<file path="src/logic/pocr_pkg.sv">
package pocr_pkg;
	// model-specific register address of the power-on configuration word
	localparam logic [31:0] POCR_MSR_ADDR = 32'h0000_002A;
	localparam int POCR_WIDTH = 64;
	// read/write control bit positions
	localparam int POCR_BIT_DATA_CHK = 1;
	localparam int POCR_BIT_RESP_CHK = 2;
	localparam int POCR_BIT_ADDR_ERR_DRV = 3;
	localparam int POCR_BIT_BUS_ERR_REQ = 4;
	localparam int POCR_BIT_BUS_ERR_INT = 6;
	localparam int POCR_BIT_BUS_INIT_DRV = 7;
	localparam int POCR_BIT_LOW_POWER = 26;
	// read-only strap field positions
	localparam int POCR_BIT_OUT_TRI = 8;
	localparam int POCR_BIT_BIST = 9;
	localparam int POCR_BIT_ADDR_ERR_OBS = 10;
	localparam int POCR_BIT_BUS_INIT_OBS = 12;
	localparam int POCR_BIT_IOQ_ONE = 13;
	localparam int POCR_BIT_VEC_1M = 14;
	localparam int POCR_BIT_LOCKSTEP = 15;
	localparam int POCR_LSB_CLUSTER = 16;
	localparam int POCR_LSB_ARB_ID = 20;
	localparam int POCR_LSB_CLK_RATIO = 22;
	localparam int POCR_STRAP_W = 14;
	// values after reset of the writable enables
	localparam logic POCR_RST_DATA_CHK = 1'b0;
	localparam logic POCR_RST_RESP_CHK = 1'b0;
	localparam logic POCR_RST_ADDR_ERR_DRV = 1'b0;
	localparam logic POCR_RST_BUS_ERR_REQ = 1'b0;
	localparam logic POCR_RST_BUS_ERR_INT = 1'b0;
	localparam logic POCR_RST_BUS_INIT_DRV = 1'b0;
	localparam logic POCR_RST_LOW_POWER = 1'b0;
	// cycles a strap must settle through its synchroniser before reset release
	localparam int POCR_SYNC_CYCLES = 2;
	// wake-up sequencing of the core clock
	typedef enum logic {POCR_RUN, POCR_WAIT_WAKE} pocr_wake_t;
endpackage : pocr_pkg

</file>
<file path="src/logic/pocr_strap_if.sv">
`timescale 1ns/1ps
`default_nettype none
interface pocr_strap_if;
	logic [pocr_pkg::POCR_STRAP_W-1:0] straps;
	// sampler fills the captured straps, register bank only reads them
	modport sampler (output straps);
	modport bank (input straps);
endinterface : pocr_strap_if
`default_nettype wire

</file>
<file path="src/logic/pocr_strap_sampler.sv">
`timescale 1ns/1ps
`default_nettype none
module pocr_strap_sampler (
	input wire logic clk_i,
	input wire logic rst_n_i,
	input wire logic [pocr_pkg::POCR_STRAP_W-1:0] strap_pins_i,
	pocr_strap_if.sampler cap
);
	import pocr_pkg::*;
	logic [POCR_STRAP_W-1:0] meta_r;
	logic [POCR_STRAP_W-1:0] sync_r;
	logic [POCR_STRAP_W-1:0] held_r;
	// two-flop synchroniser; the first stage feeds only the second
	always_ff @(posedge clk_i) begin
		meta_r <= strap_pins_i;
		sync_r <= meta_r;
	end
	// straps track the pins while reset is low and freeze at release
	always_ff @(posedge clk_i) begin
		if (!rst_n_i) begin
			held_r <= sync_r;
		end
	end
	assign cap.straps = held_r;
endmodule : pocr_strap_sampler
`default_nettype wire

</file>
<file path="src/logic/pocr_power_on_config.sv">
`timescale 1ns/1ps
`default_nettype none
// Overview of operation
// 64-bit configuration word at address 2AH
// bit 1 enables data error checking
// bit 2 enables response check, mismatch observation
// bit 4 drives bus error for requests
// bit 6 drives bus error for internal errors
// bit 13 reports queue depth, 1=one, 0=eight
// bit 14 reports reset vector location
// bit 0 reserved, reads zero, ignores writes
// low power stops core clock awaiting wake-up
// strap fields sampled at reset, ignore writes
module pocr_power_on_config (
	// clock and reset
	input wire logic SYS_CLK_I,
	input wire logic RESET_N_I,
	// model-specific register access
	input wire logic [31:0] MSR_ADDR_I,
	input wire logic MSR_RD_I,
	input wire logic MSR_WR_I,
	input wire logic [pocr_pkg::POCR_WIDTH-1:0] MSR_WDATA_I,
	output logic [pocr_pkg::POCR_WIDTH-1:0] MSR_RDATA_O,
	output logic MSR_ACK_O,
	output logic MSR_MISS_O,
	// power-on strap pins
	input wire logic [pocr_pkg::POCR_STRAP_W-1:0] STRAP_PINS_I,
	// error sources and checking enables
	input wire logic REQ_ERR_I,
	input wire logic INT_ERR_I,
	input wire logic REDUNDANCY_MISMATCH_I,
	output logic DATA_ERR_CHK_EN_O,
	output logic RESP_ERR_CHK_EN_O,
	output logic REDUNDANCY_MISMATCH_ERROR_O,
	output logic ADDRESS_ERROR_DRV_EN_O,
	output logic BUS_INIT_DRV_EN_O,
	// open-drain bus error pin, enable low while pulling low
	output logic BUS_ERROR_PIN_O,
	output logic BUS_ERROR_PIN_OE_N_O,
	// core clock control
	input wire logic INIT_EVENT_I,
	input wire logic WAKEUP_MESSAGE_I,
	output logic CORE_CLK_STOP_O
);
	import pocr_pkg::*;

	pocr_strap_if strap_bus ();
	logic data_chk_r;
	logic resp_chk_r;
	logic addr_err_drv_r;
	logic bus_err_req_r;
	logic bus_err_int_r;
	logic bus_init_drv_r;
	logic low_power_r;
	logic [POCR_WIDTH-1:0] rdata_r;
	logic ack_r;
	logic miss_r;
	logic bus_err_drive_r;
	logic bus_err_drive_nxt;
	pocr_wake_t wake_r;
	pocr_wake_t wake_nxt;
	logic [POCR_WIDTH-1:0] word;
	logic hit;
	logic wr_hit;
	logic [POCR_STRAP_W-1:0] st;

	pocr_strap_sampler u_sampler (
		.clk_i(SYS_CLK_I),
		.rst_n_i(RESET_N_I),
		.strap_pins_i(STRAP_PINS_I),
		.cap(strap_bus.sampler)
	);
	assign st = strap_bus.straps;

	// address decode, only one word lives here
	assign hit = (MSR_ADDR_I == POCR_MSR_ADDR);
	assign wr_hit = MSR_WR_I && hit;

	// read view: strap order is out_tri,bist,addr_err_obs,bus_init_obs,ioq,vec,lockstep,
	// cluster[1:0],arb[1:0],ratio[2:0] from straps bit 0 upward
	always_comb begin
		word = '0;
		word[POCR_BIT_DATA_CHK] = data_chk_r;
		word[POCR_BIT_RESP_CHK] = resp_chk_r;
		word[POCR_BIT_ADDR_ERR_DRV] = addr_err_drv_r;
		word[POCR_BIT_BUS_ERR_REQ] = bus_err_req_r;
		word[POCR_BIT_BUS_ERR_INT] = bus_err_int_r;
		word[POCR_BIT_BUS_INIT_DRV] = bus_init_drv_r;
		word[POCR_BIT_OUT_TRI] = st[0];
		word[POCR_BIT_BIST] = st[1];
		word[POCR_BIT_ADDR_ERR_OBS] = st[2];
		word[POCR_BIT_BUS_INIT_OBS] = st[3];
		word[POCR_BIT_IOQ_ONE] = st[4];
		word[POCR_BIT_VEC_1M] = st[5];
		word[POCR_BIT_LOCKSTEP] = st[6];
		word[POCR_LSB_CLUSTER +: 2] = st[8:7];
		word[POCR_LSB_ARB_ID +: 2] = st[10:9];
		word[POCR_LSB_CLK_RATIO +: 3] = st[13:11];
		word[POCR_BIT_LOW_POWER] = low_power_r;
	end

	// writable enables; strap and reserved bits are not stored from writes
	always_ff @(posedge SYS_CLK_I) begin
		if (!RESET_N_I) begin
			data_chk_r <= POCR_RST_DATA_CHK;
			resp_chk_r <= POCR_RST_RESP_CHK;
			addr_err_drv_r <= POCR_RST_ADDR_ERR_DRV;
			bus_err_req_r <= POCR_RST_BUS_ERR_REQ;
			bus_err_int_r <= POCR_RST_BUS_ERR_INT;
			bus_init_drv_r <= POCR_RST_BUS_INIT_DRV;
			low_power_r <= POCR_RST_LOW_POWER;
		end else if (wr_hit) begin
			data_chk_r <= MSR_WDATA_I[POCR_BIT_DATA_CHK];
			resp_chk_r <= MSR_WDATA_I[POCR_BIT_RESP_CHK];
			addr_err_drv_r <= MSR_WDATA_I[POCR_BIT_ADDR_ERR_DRV];
			bus_err_req_r <= MSR_WDATA_I[POCR_BIT_BUS_ERR_REQ];
			bus_err_int_r <= MSR_WDATA_I[POCR_BIT_BUS_ERR_INT];
			bus_init_drv_r <= MSR_WDATA_I[POCR_BIT_BUS_INIT_DRV];
			low_power_r <= MSR_WDATA_I[POCR_BIT_LOW_POWER];
		end
	end

	// one-cycle answer to every access; miss flags an unknown address
	always_ff @(posedge SYS_CLK_I) begin
		if (!RESET_N_I) begin
			rdata_r <= '0;
			ack_r <= 1'b0;
			miss_r <= 1'b0;
		end else begin
			ack_r <= MSR_RD_I || MSR_WR_I;
			miss_r <= (MSR_RD_I || MSR_WR_I) && !hit;
			if (MSR_RD_I) begin
				rdata_r <= hit ? word : '0;
			end
		end
	end

	// bus error drive, registered so the pin never glitches on decode
	assign bus_err_drive_nxt = (REQ_ERR_I && bus_err_req_r) || (INT_ERR_I && bus_err_int_r);
	always_ff @(posedge SYS_CLK_I) begin
		if (!RESET_N_I) begin
			bus_err_drive_r <= 1'b0;
		end else begin
			bus_err_drive_r <= bus_err_drive_nxt;
		end
	end

	// wait for the wake-up message after an init; a message in the same
	// cycle as a new init wins, so the core is never left stopped
	always_comb begin
		wake_nxt = wake_r;
		unique case (wake_r)
			POCR_RUN: begin
				if (INIT_EVENT_I && !WAKEUP_MESSAGE_I) begin
					wake_nxt = POCR_WAIT_WAKE;
				end
			end
			POCR_WAIT_WAKE: begin
				if (WAKEUP_MESSAGE_I) begin
					wake_nxt = POCR_RUN;
				end
			end
		endcase
	end
	always_ff @(posedge SYS_CLK_I) begin
		if (!RESET_N_I) begin
			wake_r <= POCR_RUN;
		end else begin
			wake_r <= wake_nxt;
		end
	end

	// outputs
	assign MSR_RDATA_O = rdata_r;
	assign MSR_ACK_O = ack_r;
	assign MSR_MISS_O = miss_r;
	assign DATA_ERR_CHK_EN_O = data_chk_r;
	assign RESP_ERR_CHK_EN_O = resp_chk_r;
	assign REDUNDANCY_MISMATCH_ERROR_O = REDUNDANCY_MISMATCH_I && resp_chk_r;
	assign ADDRESS_ERROR_DRV_EN_O = addr_err_drv_r;
	assign BUS_INIT_DRV_EN_O = bus_init_drv_r;
	assign BUS_ERROR_PIN_O = 1'b0;
	assign BUS_ERROR_PIN_OE_N_O = !bus_err_drive_r;
	assign CORE_CLK_STOP_O = (wake_r == POCR_WAIT_WAKE) && low_power_r;
endmodule : pocr_power_on_config
`default_nettype wire

</file>
<file path="config.mk">
export PLATFORM = sky130hd
export DESIGN_NAME = pocr_power_on_config
export DESIGN_NICKNAME = d
export VERILOG_FILES = /design/src/logic/pocr_pkg.sv /design/src/logic/pocr_strap_if.sv /design/src/logic/pocr_strap_sampler.sv /design/src/logic/pocr_power_on_config.sv
export SDC_FILE = /design/constraint.sdc
export NUM_CORES = 1
export LEC_CHECK = 0
export BUFFER_PORTS_ARGS = -buffer_cell sky130_fd_sc_hd__buf_2
export CAP_MARGIN = 20
export CORE_MARGIN = 5
export CORE_UTILIZATION = 35
export CTS_BUF_LIST = sky130_fd_sc_hd__clkbuf_16
export DETAILED_ROUTE_END_ITERATION = 10
export PLACE_DENSITY_LB_ADDON = 0.25
export SYNTH_ARGS = -nofsm -noshare
export SYNTH_HDL_FRONTEND = slang
export SYNTH_SLANG_ARGS = --single-unit
export TNS_END_PERCENT = 20
</file>
<file path="constraint.sdc">
create_clock -name SYS_CLK_I -period 1.5 [get_ports SYS_CLK_I]
set_input_delay 0 -clock SYS_CLK_I [delete_from_list [all_inputs] [get_ports SYS_CLK_I]]
set_output_delay 0 -clock SYS_CLK_I [all_outputs]
set_load 0.05 [all_outputs]
</file>
# ---- Word-level counts from Yosys, hierarchy flattened
# Cells that the tools add are included.
dict set report word_totals {
  ff_bits 117
  latch_bits 0
  ram_bits 0
  mem_bits_ro 0
  input_bits 119
  output_inout_bits 74
  wordCells 33
  memories 0
}
dict set report op_classes {
  addsub 0
  mul 0
  div_mod_pow 0
  magnitude_cmp 0
  eq_ne 1
  shifts 0
  muxes 4
  bitwise 1
  reduce_logical 12
}
# op n
set op_table {}
lappend op_table {{equality test 32 x 6 -> 1 bit, second input constant} 1}
lappend op_table {{two-way mux 27 bit} 1}
lappend op_table {{logical AND 1 bit} 7}
lappend op_table {{logical NOT 1 bit} 3}
lappend op_table {{logical OR 1 bit} 2}
lappend op_table {{two-way mux 1 bit} 2}
lappend op_table {{case mux 1 bit (2 select lines)} 1}
lappend op_table {{inverter 1 bit} 1}

# ---- Depth between registers and ports, before layout
# Gate-level depths: netlist of the first run.
dict set report depth {
  ltp_word 4
  mapped_depth 5
  depth_no_buf 4
}

# ---- Hierarchy
# From an unflattened synthesis of the first run, not the netlist that was laid out.
dict set report hier_totals {
  hier_cells 259
  area_unflattened_um2 2817.7
}
# mod n_inst cells_each area_per_inst_um2 seq_area_each_um2
set modules_own_cells {}
lappend modules_own_cells {pocr_power_on_config 1 216 1833.0 640.6}
lappend modules_own_cells {pocr_strap_sampler 1 43 984.7 980.9}

# ---- Worst setup path after synthesis of the first run
# No wires, ideal clock.
dict set report synth_timing {
  path_kind {input-to-reg}
  start {in RESET_N_I}
  end {reg u_sampler.held_r[0], in the netlist u_sampler.cap.straps[0], enable pin}
  setup_ps 391
  arrival_time_ps 840
  required_time_ps 1109
  slack_ps 269
  cell_stages 2
  path_buffers 1
  path_cell_list {inv_2 -> buf_1}
}
# item line
set synth_lines {}
lappend synth_lines {{start, declared} pocr_power_on_config.sv:17} ;# input wire logic RESET_N_I,
lappend synth_lines {{end signal, assigned} pocr_strap_sampler.sv:21} ;# held_r <= sync_r;
lappend synth_lines {{end, declared} pocr_strap_sampler.sv:12} ;# logic [POCR_STRAP_W-1:0] held_r;
# No word-level cell between the ends.

# ---- Worst setup path after layout of the first run
dict set report layout_timing {
  start {reg bus_err_req_r}
  end {reg bus_err_drive_r}
}
dict set report layout_via {
  elab_chain_len 2
}
# item line
set layout_lines {}
lappend layout_lines {{start, declared} pocr_power_on_config.sv:51} ;# logic bus_err_req_r;
lappend layout_lines {{start signal, assigned} pocr_power_on_config.sv:116} ;# bus_err_req_r <= MSR_WDATA_I[POCR_BIT_BUS_ERR_REQ];
lappend layout_lines {{logical AND 1 bit} pocr_power_on_config.sv:139} ;# assign bus_err_drive_nxt = (REQ_ERR_I && bus_err_req_r) || (INT_ERR_I && bus_err_int_r);
lappend layout_lines {{logical OR 1 bit} pocr_power_on_config.sv:139}
lappend layout_lines {{end signal, assigned} pocr_power_on_config.sv:144} ;# bus_err_drive_r <= bus_err_drive_nxt;
lappend layout_lines {{end, declared} pocr_power_on_config.sv:58} ;# logic bus_err_drive_r;
# No other way between the ends.
# A chain may end at the register's enable or synchronous reset.

==> results.cfg, run 1 <==
[outcome]
outcome = finished, final reports clean

[synthesis]
synth_warnings = 0
syn_inst = 259
syn_area_mm2 = 0.00282
synth_area_leaders = dfxtp_1 43%, edfxtp_1 15%, buf_4 12%
synth.avg_cell_area_um2 = 10.9
ys_seq_area_share_pct = 57.4
ys_types = 27
synth_top_area_cell = dfxtp_1
synth_seq_cells = 74
synth_top_area_share_pct = 42.6

[cells_and_area]
area_delta_synth_final_pct = 37.7
utilization_pct = 49.8
post-route-cell-area_mm2 = 0.00389
drive_gt1_share_pct = 34.6
nNetsFinal = 498
antenna_cells = 0
fillers = 746

[pwr]
leakage_nw = 1.67
cellPowerDensity_mw_per_mm2 = 1300
ir_drop_mv = 0.865
total_power_w = 0.00506

[route]
avgRoutedWirePerCell_um = 11.6
drc = 0
vias = 1992
drt_iter0_drc = 67
antenna_left = 0
routed_wl_um = 5640
avgViaCountPerCell = 4.10
dr.pass1.iters = 4

[setup_path]
worstSetupEndpointType = register
arrival_ns = 1.41
worstSetupStartpoint = bus_err_req_r$_SDFFE_PN0P_
cp.required_ns = 1.71
worst_setup_path_start_kind = register
cp_max_fo = 3
regToRegStartpoint = bus_err_req_r$_SDFFE_PN0P_
rrSetupSlack_ns = 0.30
critPathKind = reg2reg

[run]
cap_violations = 0

[timing]
whs_ns = 0.0612
drv_slew = 0
period_share_pct = 80.0
finalCriticalPeriod_ns = 1.20
setup_viol = 0
max_freq_ghz = 0.833
finalSetupTns_ns = 0
rsz0062_at_grt = no
clock_skew_ns = 0.00427
hold_viol_final = 0

[place]
port_buffers = 91
placed_area_mm2 = 0.00327
place_hpwl_um = 3720
gp_congestion = 0.757

[floorplanning]
fp.dieW_um = 99.8
ios = 193
row_count = 32
dieArea_mm2 = 0.00996
die_h_um = 99.8
core_area_mm2 = 0.00781
initial_utilization_pct = 36.2

[clocking]
clk_latency_ns = 0.33
cts-htree-levels = 3
cts_tree = done
cts_buffers = 9
ctsLongestPathBuffers = 2
cts_num_sinks = 74
cts_resized = 0
clk_pin_slew_ns = 0.06
cts_root_buf = clkbuf_16

[global_routing]
overflow = 0
first_global_vias = 1858
grt_pass1_wl_um = 8930
grt_usage_pct = 11.4
grt_max_degree = 44
antenna_found_initial = 0

[min_path]
hp-class = in2reg
min_from = RESET_N_I
## path summary, 6_finish.rpt
check | end | cells past startpoint
setup / recovery | bus_err_drive_r$_SDFF_PN0_ | 3
hold reg to reg | u_sampler.sync_r[6]$_DFF_P_ | 0
hold / removal | DATA_ERR_CHK_EN_O$_SDFFE_PN0P_ | 3
setup reg to reg | bus_err_drive_r$_SDFF_PN0_ | 3
## placed cells by master (no fill, tap or decap)
cell,Yosys,layout
buf_2,2,91
dfxtp_1,60,60
conb_1,1,44
nand2_1,35,35
dlygate4sd3_1,0,26
nand2b_1,21,21
or3_1,21,21
edfxtp_1,14,14
a21oi_1,11,11
a21oi_2,10,10
clkbuf_16,0,9
mux2i_1,7,7
nor4_2,5,5
nor2_1,4,4
buf_12,0,4
bufinv_16,0,3
and2_1,2,2
inv_1,2,2
nor4b_2,2,2
clkinv_4,0,2
inv_2,1,1
nor4b_4,1,1
nand4_2,1,1
nand4_1,1,1
nor3_4,1,1
o21a_1,1,1
a22oi_1,1,1
nor3_1,1,1
clkinvlp_4,0,1
inv_8,0,1
buf_4,44,1
## layout make-up
class | count | area [µm²] | share of cell area (%)
inverter | 3 | 11.3 | 0.290
sequential | 74 | 1620 | 41.7
timing repair buffer | 122 | 803 | 20.7
clock inverter | 7 | 126 | 3.25
clock buffer | 9 | 225 | 5.80
multi-input combinational | 169 | 971 | 25.0
tap | 102 | 128 | 3.28
## worst max-delay path: stages (launching register included)
cell           delay, ns
dfxtp_1             0.33
a22oi_1             0.16
dlygate4sd3_1       0.57
nor2_1              0.04
## where the power goes
part | switching (W) | internal, W | total, W
combinational | 0.000346 | 0.000135 | 0.000481
sequential | 0.0000135 | 0.00209 | 0.00211
clock | 0.000835 | 0.00164 | 0.00248
## metrics by stage
stage	cells	setup WS, ns
4_1_cts	486	0.300
3_3_place_gp	444	0.133
6_report	486	0.299
3_5_place_dp	444	0.127
2_1_floorplan	302	0.269
5_1_grt	486	0.222
## kinds of logic (layout without fill, tap and decap cells)
| group | after synthesis | in the layout | synth area share, % |
|---|---|---|---|
| buffers and inverters | 59 | 141 | 13.9 |
| flip-flops | 74 | 74 | 57.4 |
| other | 1 | 44 | 0.133 |
| AO/OA/AOI/OAI | 23 | 23 | 5.59 |
| AND/OR/NAND/NOR | 95 | 95 | 20.5 |
| multiplexers | 7 | 7 | 2.48 |
## synthesized netlist by cell type
| library cell | number |
|---|---|
| a21oi_1 | 11 |
| a21oi_2 | 10 |
| a22oi_1 | 1 |
| and2_1 | 2 |
| buf_1 | 1 |
| buf_2 | 2 |
| buf_4 | 44 |
| clkbuf_1 | 7 |
| clkbuf_2 | 2 |
| conb_1 | 1 |
| dfxtp_1 | 60 |
| edfxtp_1 | 14 |
| inv_1 | 2 |
| inv_2 | 1 |
| mux2i_1 | 7 |
| nand2_1 | 35 |
| nand2b_1 | 21 |
| nand4_1 | 1 |
| nand4_2 | 1 |
| nor2_1 | 4 |
| nor3_1 | 1 |
| nor3_4 | 1 |
| nor4_2 | 5 |
| nor4b_2 | 2 |
| nor4b_4 | 1 |
| o21a_1 | 1 |
| or3_1 | 21 |
## sequential cells by signal (all words and copies together) (netlist names)
signal / cells
wake_r: 1
u_sampler.meta_r: 14
u_sampler.cap.straps: 14
ADDRESS_ERROR_DRV_EN_O: 1
MSR_ACK_O: 1
DATA_ERR_CHK_EN_O: 1
MSR_RDATA_O: 21
bus_err_req_r: 1
bus_err_drive_r: 1
u_sampler.sync_r: 14
RESP_ERR_CHK_EN_O: 1
bus_err_int_r: 1
BUS_INIT_DRV_EN_O: 1
MSR_MISS_O: 1
low_power_r: 1
## layer usage
| metal | wire, µm | global-route usage [%] |
|---|---|---|
| met1 | 2350 | 13.6 |
| met4 | 75 | 5.04 |
| met3 | 758 | 4.86 |
| met2 | 2460 | 17.9 |
| met5 | 0 | 0 |
## timing repair
action                    CTS  global route
buffers inserted            0             0
hold buffers               26             0
hold endpoints to repair   24             0
Note: power is estimated with default switching activity, not from simulation.
==> inputs of run 2 (changes only) <==
ABC_AREA = 1   (was default)
clock period = 1.2 ns   (was 1.5 ns; I/O delays follow)
==> run 2 against run 1 <==
  * Critical path depth stayed put
  * Synthesized area shrank 2.4%
  * Sequential share of layout area up 1.7 points
  * Fmax increased by 6.8%
  * Combinational power up 65%
  * Worst hold slack got worse by 0.049 ns
  * Routed wire length increased by 1.6%
  * Clock-buffer cell count up 2
  * Total power is 23% higher
  * Critical path type unchanged
  * Largest power group unchanged
==> results.cfg, run 2 <==
[synthesis]
synth_top_area_cell = dfxtp_1
synth_most_common_cell = dfxtp_1
synth_commonest_cells = 60 x dfxtp_1, 53 x nand2_1, 49 x nor2_1, 45 x buf_4, 29 x a21oi_1
synth_warnings = 0
syn_inst = 308
syn_area_mm2 = 0.00275
synth_seq_cells = 74
synth_edf_count = 14
ys.flop_type = dfxtp_1
async_reset_ff_share_pct = 0
ys_types = 16
synth_area_leaders = dfxtp_1 44%, edfxtp_1 15%, buf_4 12%
synth_top_area_share_pct = 43.6
ys_seq_area_share_pct = 58.9
synth.avg_cell_area_um2 = 8.94

[min_path]
min_from = MSR_WDATA_I[26]
hp-class = in2reg

[floorplanning]
ios = 193
die_h_um = 98.7
row_count = 32
dieArea_mm2 = 0.00974
initial_utilization_pct = 35.8
fp.dieW_um = 98.7
core_area_mm2 = 0.00769

[timing]
rsz0062_at_grt = no
clock_skew_ns = 0.00457
drv_slew = 0
hold_viol_final = 0
finalCriticalPeriod_ns = 1.12
setup_viol = 0
max_freq_ghz = 0.890
finalSetupTns_ns = 0
period_share_pct = 93.6
whs_ns = 0.0126
setup_slack_ns = 0.0762

[route]
drc = 0
vias = 2182
antenna_left = 0
dr.pass1.iters = 3
avgRoutedWirePerCell_um = 10.7
routed_wl_um = 5730
avgViaCountPerCell = 4.08
drt_iter0_drc = 102

[cells_and_area]
area_delta_synth_final_pct = 35.9
nNetsFinal = 547
drive_gt1_share_pct = 27.0
largest_reg_flops = 21
final_common_cell = buf_2
utilization_pct = 48.7
antenna_cells = 0
post-route-cell-area_mm2 = 0.00374
layout_common_cells = 91 x buf_2, 58 x dfxtp_1, 53 x nand2_1, 49 x nor2_1, 44 x conb_1

[global_routing]
overflow = 0
grt_max_degree = 30
grt_usage_pct = 12.0
grt_pass1_wl_um = 9360
first_global_vias = 2084
antenna_found_initial = 1

[pwr]
ir_drop_mv = 1.05
leakage_nw = 1.75
cellPowerDensity_mw_per_mm2 = 1660

[outcome]
outcome = finished, final reports clean

[place]
placed_area_mm2 = 0.00319
port_buffers = 91
pre_cts_slack_ns = 0.108
gp_congestion = 0.802
place_hpwl_um = 4190

[setup_path]
worstSetupStartpoint = bus_err_req_r$_SDFFE_PN0P_
cp.required_ns = 1.46
worstSetupEndpointType = register
cp_max_fo = 3
arrival_ns = 1.39
regToRegStartpoint = bus_err_req_r$_SDFFE_PN0P_
worst_setup_path_start_kind = register
critPathKind = reg2reg

[clocking]
post_cts_buffers = 0
ctsLongestPathBuffers = 2
cts-htree-levels = 3
clk_latency_ns = 0.32
cts_root_buf = clkbuf_16
cts_tree = done
clk_pin_slew_ns = 0.05
cts_buffers = 9
cts_num_sinks = 74

[run]
cap_violations = 0
run 2: cell types whose count changed in the layout (fill, tap and decap cells not counted), sizes merged, moves of 5 or more:
cell and delta:
nand3 +7, o21ai +22, mux2i -7, or3 -21, nand2b -21, nor4 -5
nor2 +46, nand2 +18, a21oi +8, inv +17
run 2: path summary, 6_finish.rpt:
kind | to | cells after the start | slack [ns]
max | bus_err_drive_r$_SDFF_PN0_ | 3 | 0.08
min | low_power_r$_SDFFE_PN0P_ | 5 | 0.01
max reg2reg | bus_err_drive_r$_SDFF_PN0_ | 3 | 0.08
min reg2reg | u_sampler.sync_r[1]$_DFF_P_ | 0 | 0.33
run 2: layout make-up:
cell class / instances / area (µm²)
well taps: 102 / 128
clock inverters: 5 / 43.8
flip-flops and latches: 74 / 1620
repair buffers: 121 / 763
multi-input cells: 206 / 850
clock buffers: 11 / 275
inverters: 16 / 60.1
fillers: 727 / 3940
run 2: kinds of logic after synthesis:
group | Yosys count | share of synthesized area (%)
compound gates | 51 | 9.27
buf+inv | 71 | 16.1
flops | 74 | 58.9
other cells | 1 | 0.136
simple gates | 111 | 15.6
run 2: timing repair:
item / 4_1_cts / 5_1_grt
setup endpoints to repair: 0 / 1
gates resized for setup: 0 / 2
hold buffers: 23 / 0
endpoints found under the hold margin: 21 / 0
run 2: through the flow:
stage          std cells  total power [W]
2_1_floorplan        351          0.00339
3_3_place_gp         496          0.00347
3_5_place_dp         496          0.00348
4_1_cts              535          0.00631
5_1_grt              535          0.00648
6_report             535          0.00622
run 2: critical path, cell delays in order, from the launching register on:
cell	delay, ns
dfxtp_2	0.34
nand2_1	0.05
a21oi_1	0.13
dlygate4sd3_1	0.55
run 2: where the power goes:
group          leakage, nW  switching (W)  internal (W)  total [W]
Clock                0.160        0.00106       0.00169    0.00275
Sequential           0.637      0.0000343       0.00265    0.00269
Combinational        0.959       0.000595      0.000197   0.000792
run 2: per-layer routing:
| layer | vias to the layer above | global-route usage, % | share of wire (%) |
|---|---|---|---|
| li1 | 1132 | - | - |
| met1 | 961 | 14.4 | 42 |
| met2 | 76 | 19.1 | 47 |
| met3 | 11 | 5.10 | 9.2 |
| met4 | 2 | 4.41 | 1.4 |
| met5 | - | 0 | 0.35 |
==> inputs of run 3 (changes only) <==
ABC_AREA = default   (was 1)
CTS_CLUSTER_DIAMETER = 120   (was default)
PLACE_DENSITY = 0.76   (was default)
PLACE_DENSITY_LB_ADDON = default   (was 0.25)
==> run 3 against run 2 <==
  * Final area rose by 4.2%
  * Combinational power is 22% lower
  * Register-to-register slack got worse by 0.02 ns
  * Via count decreased by 6.8%
  * Fmax decreased by 2.7%
  * Critical path type is now in2reg
  * Critical endpoint is now wake_r$_SDFF_PN0_
  * Largest power group unchanged
==> results.cfg, run 3 (same netlist as run 1, synthesis figures left out) <==
[route]
dr.pass1.iters = 4
avgViaCountPerCell = 4.15
routed_wl_um = 5970
vias = 2034
drt_iter0_drc = 41
antenna_left = 0
avgRoutedWirePerCell_um = 12.2
drc = 0

[clocking]
cts_tree = done
ctsLongestPathBuffers = 2
clk_latency_ns = 0.32
cts_buffers = 9
cts_hold_buf = 26
post_cts_buffers = 0
clk_pin_slew_ns = 0.06
cts_root_buf = clkbuf_16
cts-htree-levels = 3
cts_resized = 0
cts_num_sinks = 74

[setup_path]
worstSetupStartpoint = WAKEUP_MESSAGE_I
cp.required_ns = 1.46
worst_setup_path_start_kind = input pin
critPathMostFrequentCell = dlygate4sd3_1
endpoint = wake_r$_SDFF_PN0_
path_buf_inv = 3
arrival_ns = 1.41
cpPeakStageDelay_ns = 0.57
cp.depth = 4
regToRegStartpoint = wake_r$_SDFF_PN0_
worstSetupEndpointType = register
r2r.worst_path.cells = 3
r2r_end = wake_r$_SDFF_PN0_
critPathKind = in2reg
rrSetupSlack_ns = 0.06
cp_cell_sequence = dlygate4sd3_1 > buf_2 > nor3_1 > dlygate4sd3_1
cp_max_fo = 1
cp_top_family = buffers and inverters
crit_path_top_delay_cell = dlygate4sd3_1

[timing]
finalCriticalPeriod_ns = 1.16
period_share_pct = 96.3
hold_viol_final = 0
clock_skew_ns = 0.00654
setup_viol = 0
setup_slack_ns = 0.0445
rsz0062_at_grt = no
whs_ns = 0.139
finalSetupTns_ns = 0
max_freq_ghz = 0.865
drv_slew = 0

[run]
cap_violations = 0

[pwr]
netSwitchingFraction_pct = 22.8
pwr-share-comb_pct = 10.0
p_switching_w = 0.00142
pwr-share-seq_pct = 42.4
cellPowerDensity_mw_per_mm2 = 1590
p_clk_share_pct = 47.6
internal_power_w = 0.00480
ir_drop_mv = 0.866
leakage_nw = 1.70

[floorplanning]
initial_utilization_pct = 36.2
fp.dieW_um = 99.8
ios = 193
row_count = 32
core_area_mm2 = 0.00781
dieArea_mm2 = 0.00996
die_h_um = 99.8

[place]
place_hpwl_um = 4230
pre_cts_slack_ns = -0.196
port_buffers = 91
dp_cells = 448
gp_congestion = 0.783

[global_routing]
grt_pass1_wl_um = 9450
grt_usage_pct = 12.1
overflow = 0
antenna_found_initial = 0
first_global_vias = 2071
grt_max_degree = 44

[cells_and_area]
largest_reg_flops = 21
drive_gt1_share_pct = 35.1
layout_common_cells = 91 x buf_2, 59 x dfxtp_1, 44 x conb_1, 35 x nand2_1, 26 x dlygate4sd3_1
final_common_cell = buf_2
fillers = 728
nNetsFinal = 502
antenna_cells = 0
area_delta_synth_final_pct = 38.3
layout.cells.non_filler = 490
utilization_pct = 50.0

[outcome]
outcome = finished, final reports clean

[min_path]
hp-class = in2reg
## run 3: final cells by class
class / instances / area, µm² / area share (%)
repair buffers: 126 / 808 / 20.7
clock inverters: 7 / 110 / 2.82
clock buffers: 9 / 225 / 5.77
well taps: 102 / 128 / 3.27
inverters: 3 / 11.3 / 0.289
flip-flops and latches: 74 / 1620 / 41.6
multi-input cells: 169 / 997 / 25.6
## run 3: how the worst min path moves through the flow
stage | startpoint | end | slack (ns) | cells after the start
floorplan | STRAP_PINS_I[0] | u_sampler.meta_r[0]$_DFF_P_ | 0.03 | 0
global placement | STRAP_PINS_I[9] | u_sampler.meta_r[9]$_DFF_P_ | 0.10 | 1
detailed placement | STRAP_PINS_I[11] | u_sampler.meta_r[11]$_DFF_P_ | 0.10 | 1
CTS | RESET_N_I | BUS_INIT_DRV_EN_O$_SDFFE_PN0P_ | 0.12 | 4
global route | RESET_N_I | BUS_INIT_DRV_EN_O$_SDFFE_PN0P_ | 0.15 | 4
finish | RESET_N_I | BUS_INIT_DRV_EN_O$_SDFFE_PN0P_ | 0.14 | 4
## run 3: per-layer routing
layer	track usage, %	vias up	share of wire [%]
li1	-	1018	-
met1	13.1	906	38
met2	21.3	101	50
met3	3.61	9	11
met4	5.99	0	1.6
met5	0	-	0
## run 3: power groups by stage
stage               Clock (W)  Combinational [W]  Sequential [W]
floorplan                   0           0.000497         0.00270
global placement            0           0.000545         0.00269
detailed placement          0           0.000552         0.00269
CTS                   0.00306           0.000615         0.00264
global route          0.00320           0.000658         0.00264
finish                0.00296           0.000620         0.00264
## run 3: worst min-delay path, delay by kind of cell
family / cells / cell delay (ns)
buffers and inverters: 2 / 0.29
AND/OR/NAND/NOR: 1 / 0.07
multiplexers: 1 / 0.05
## run 3: stage by stage
step	area [µm²]	total power, W
finish	3900	0.00622
global route	3900	0.00650
CTS	3900	0.00632
detailed placement	3310	0.00324
global placement	3310	0.00323
floorplan	3030	0.00320
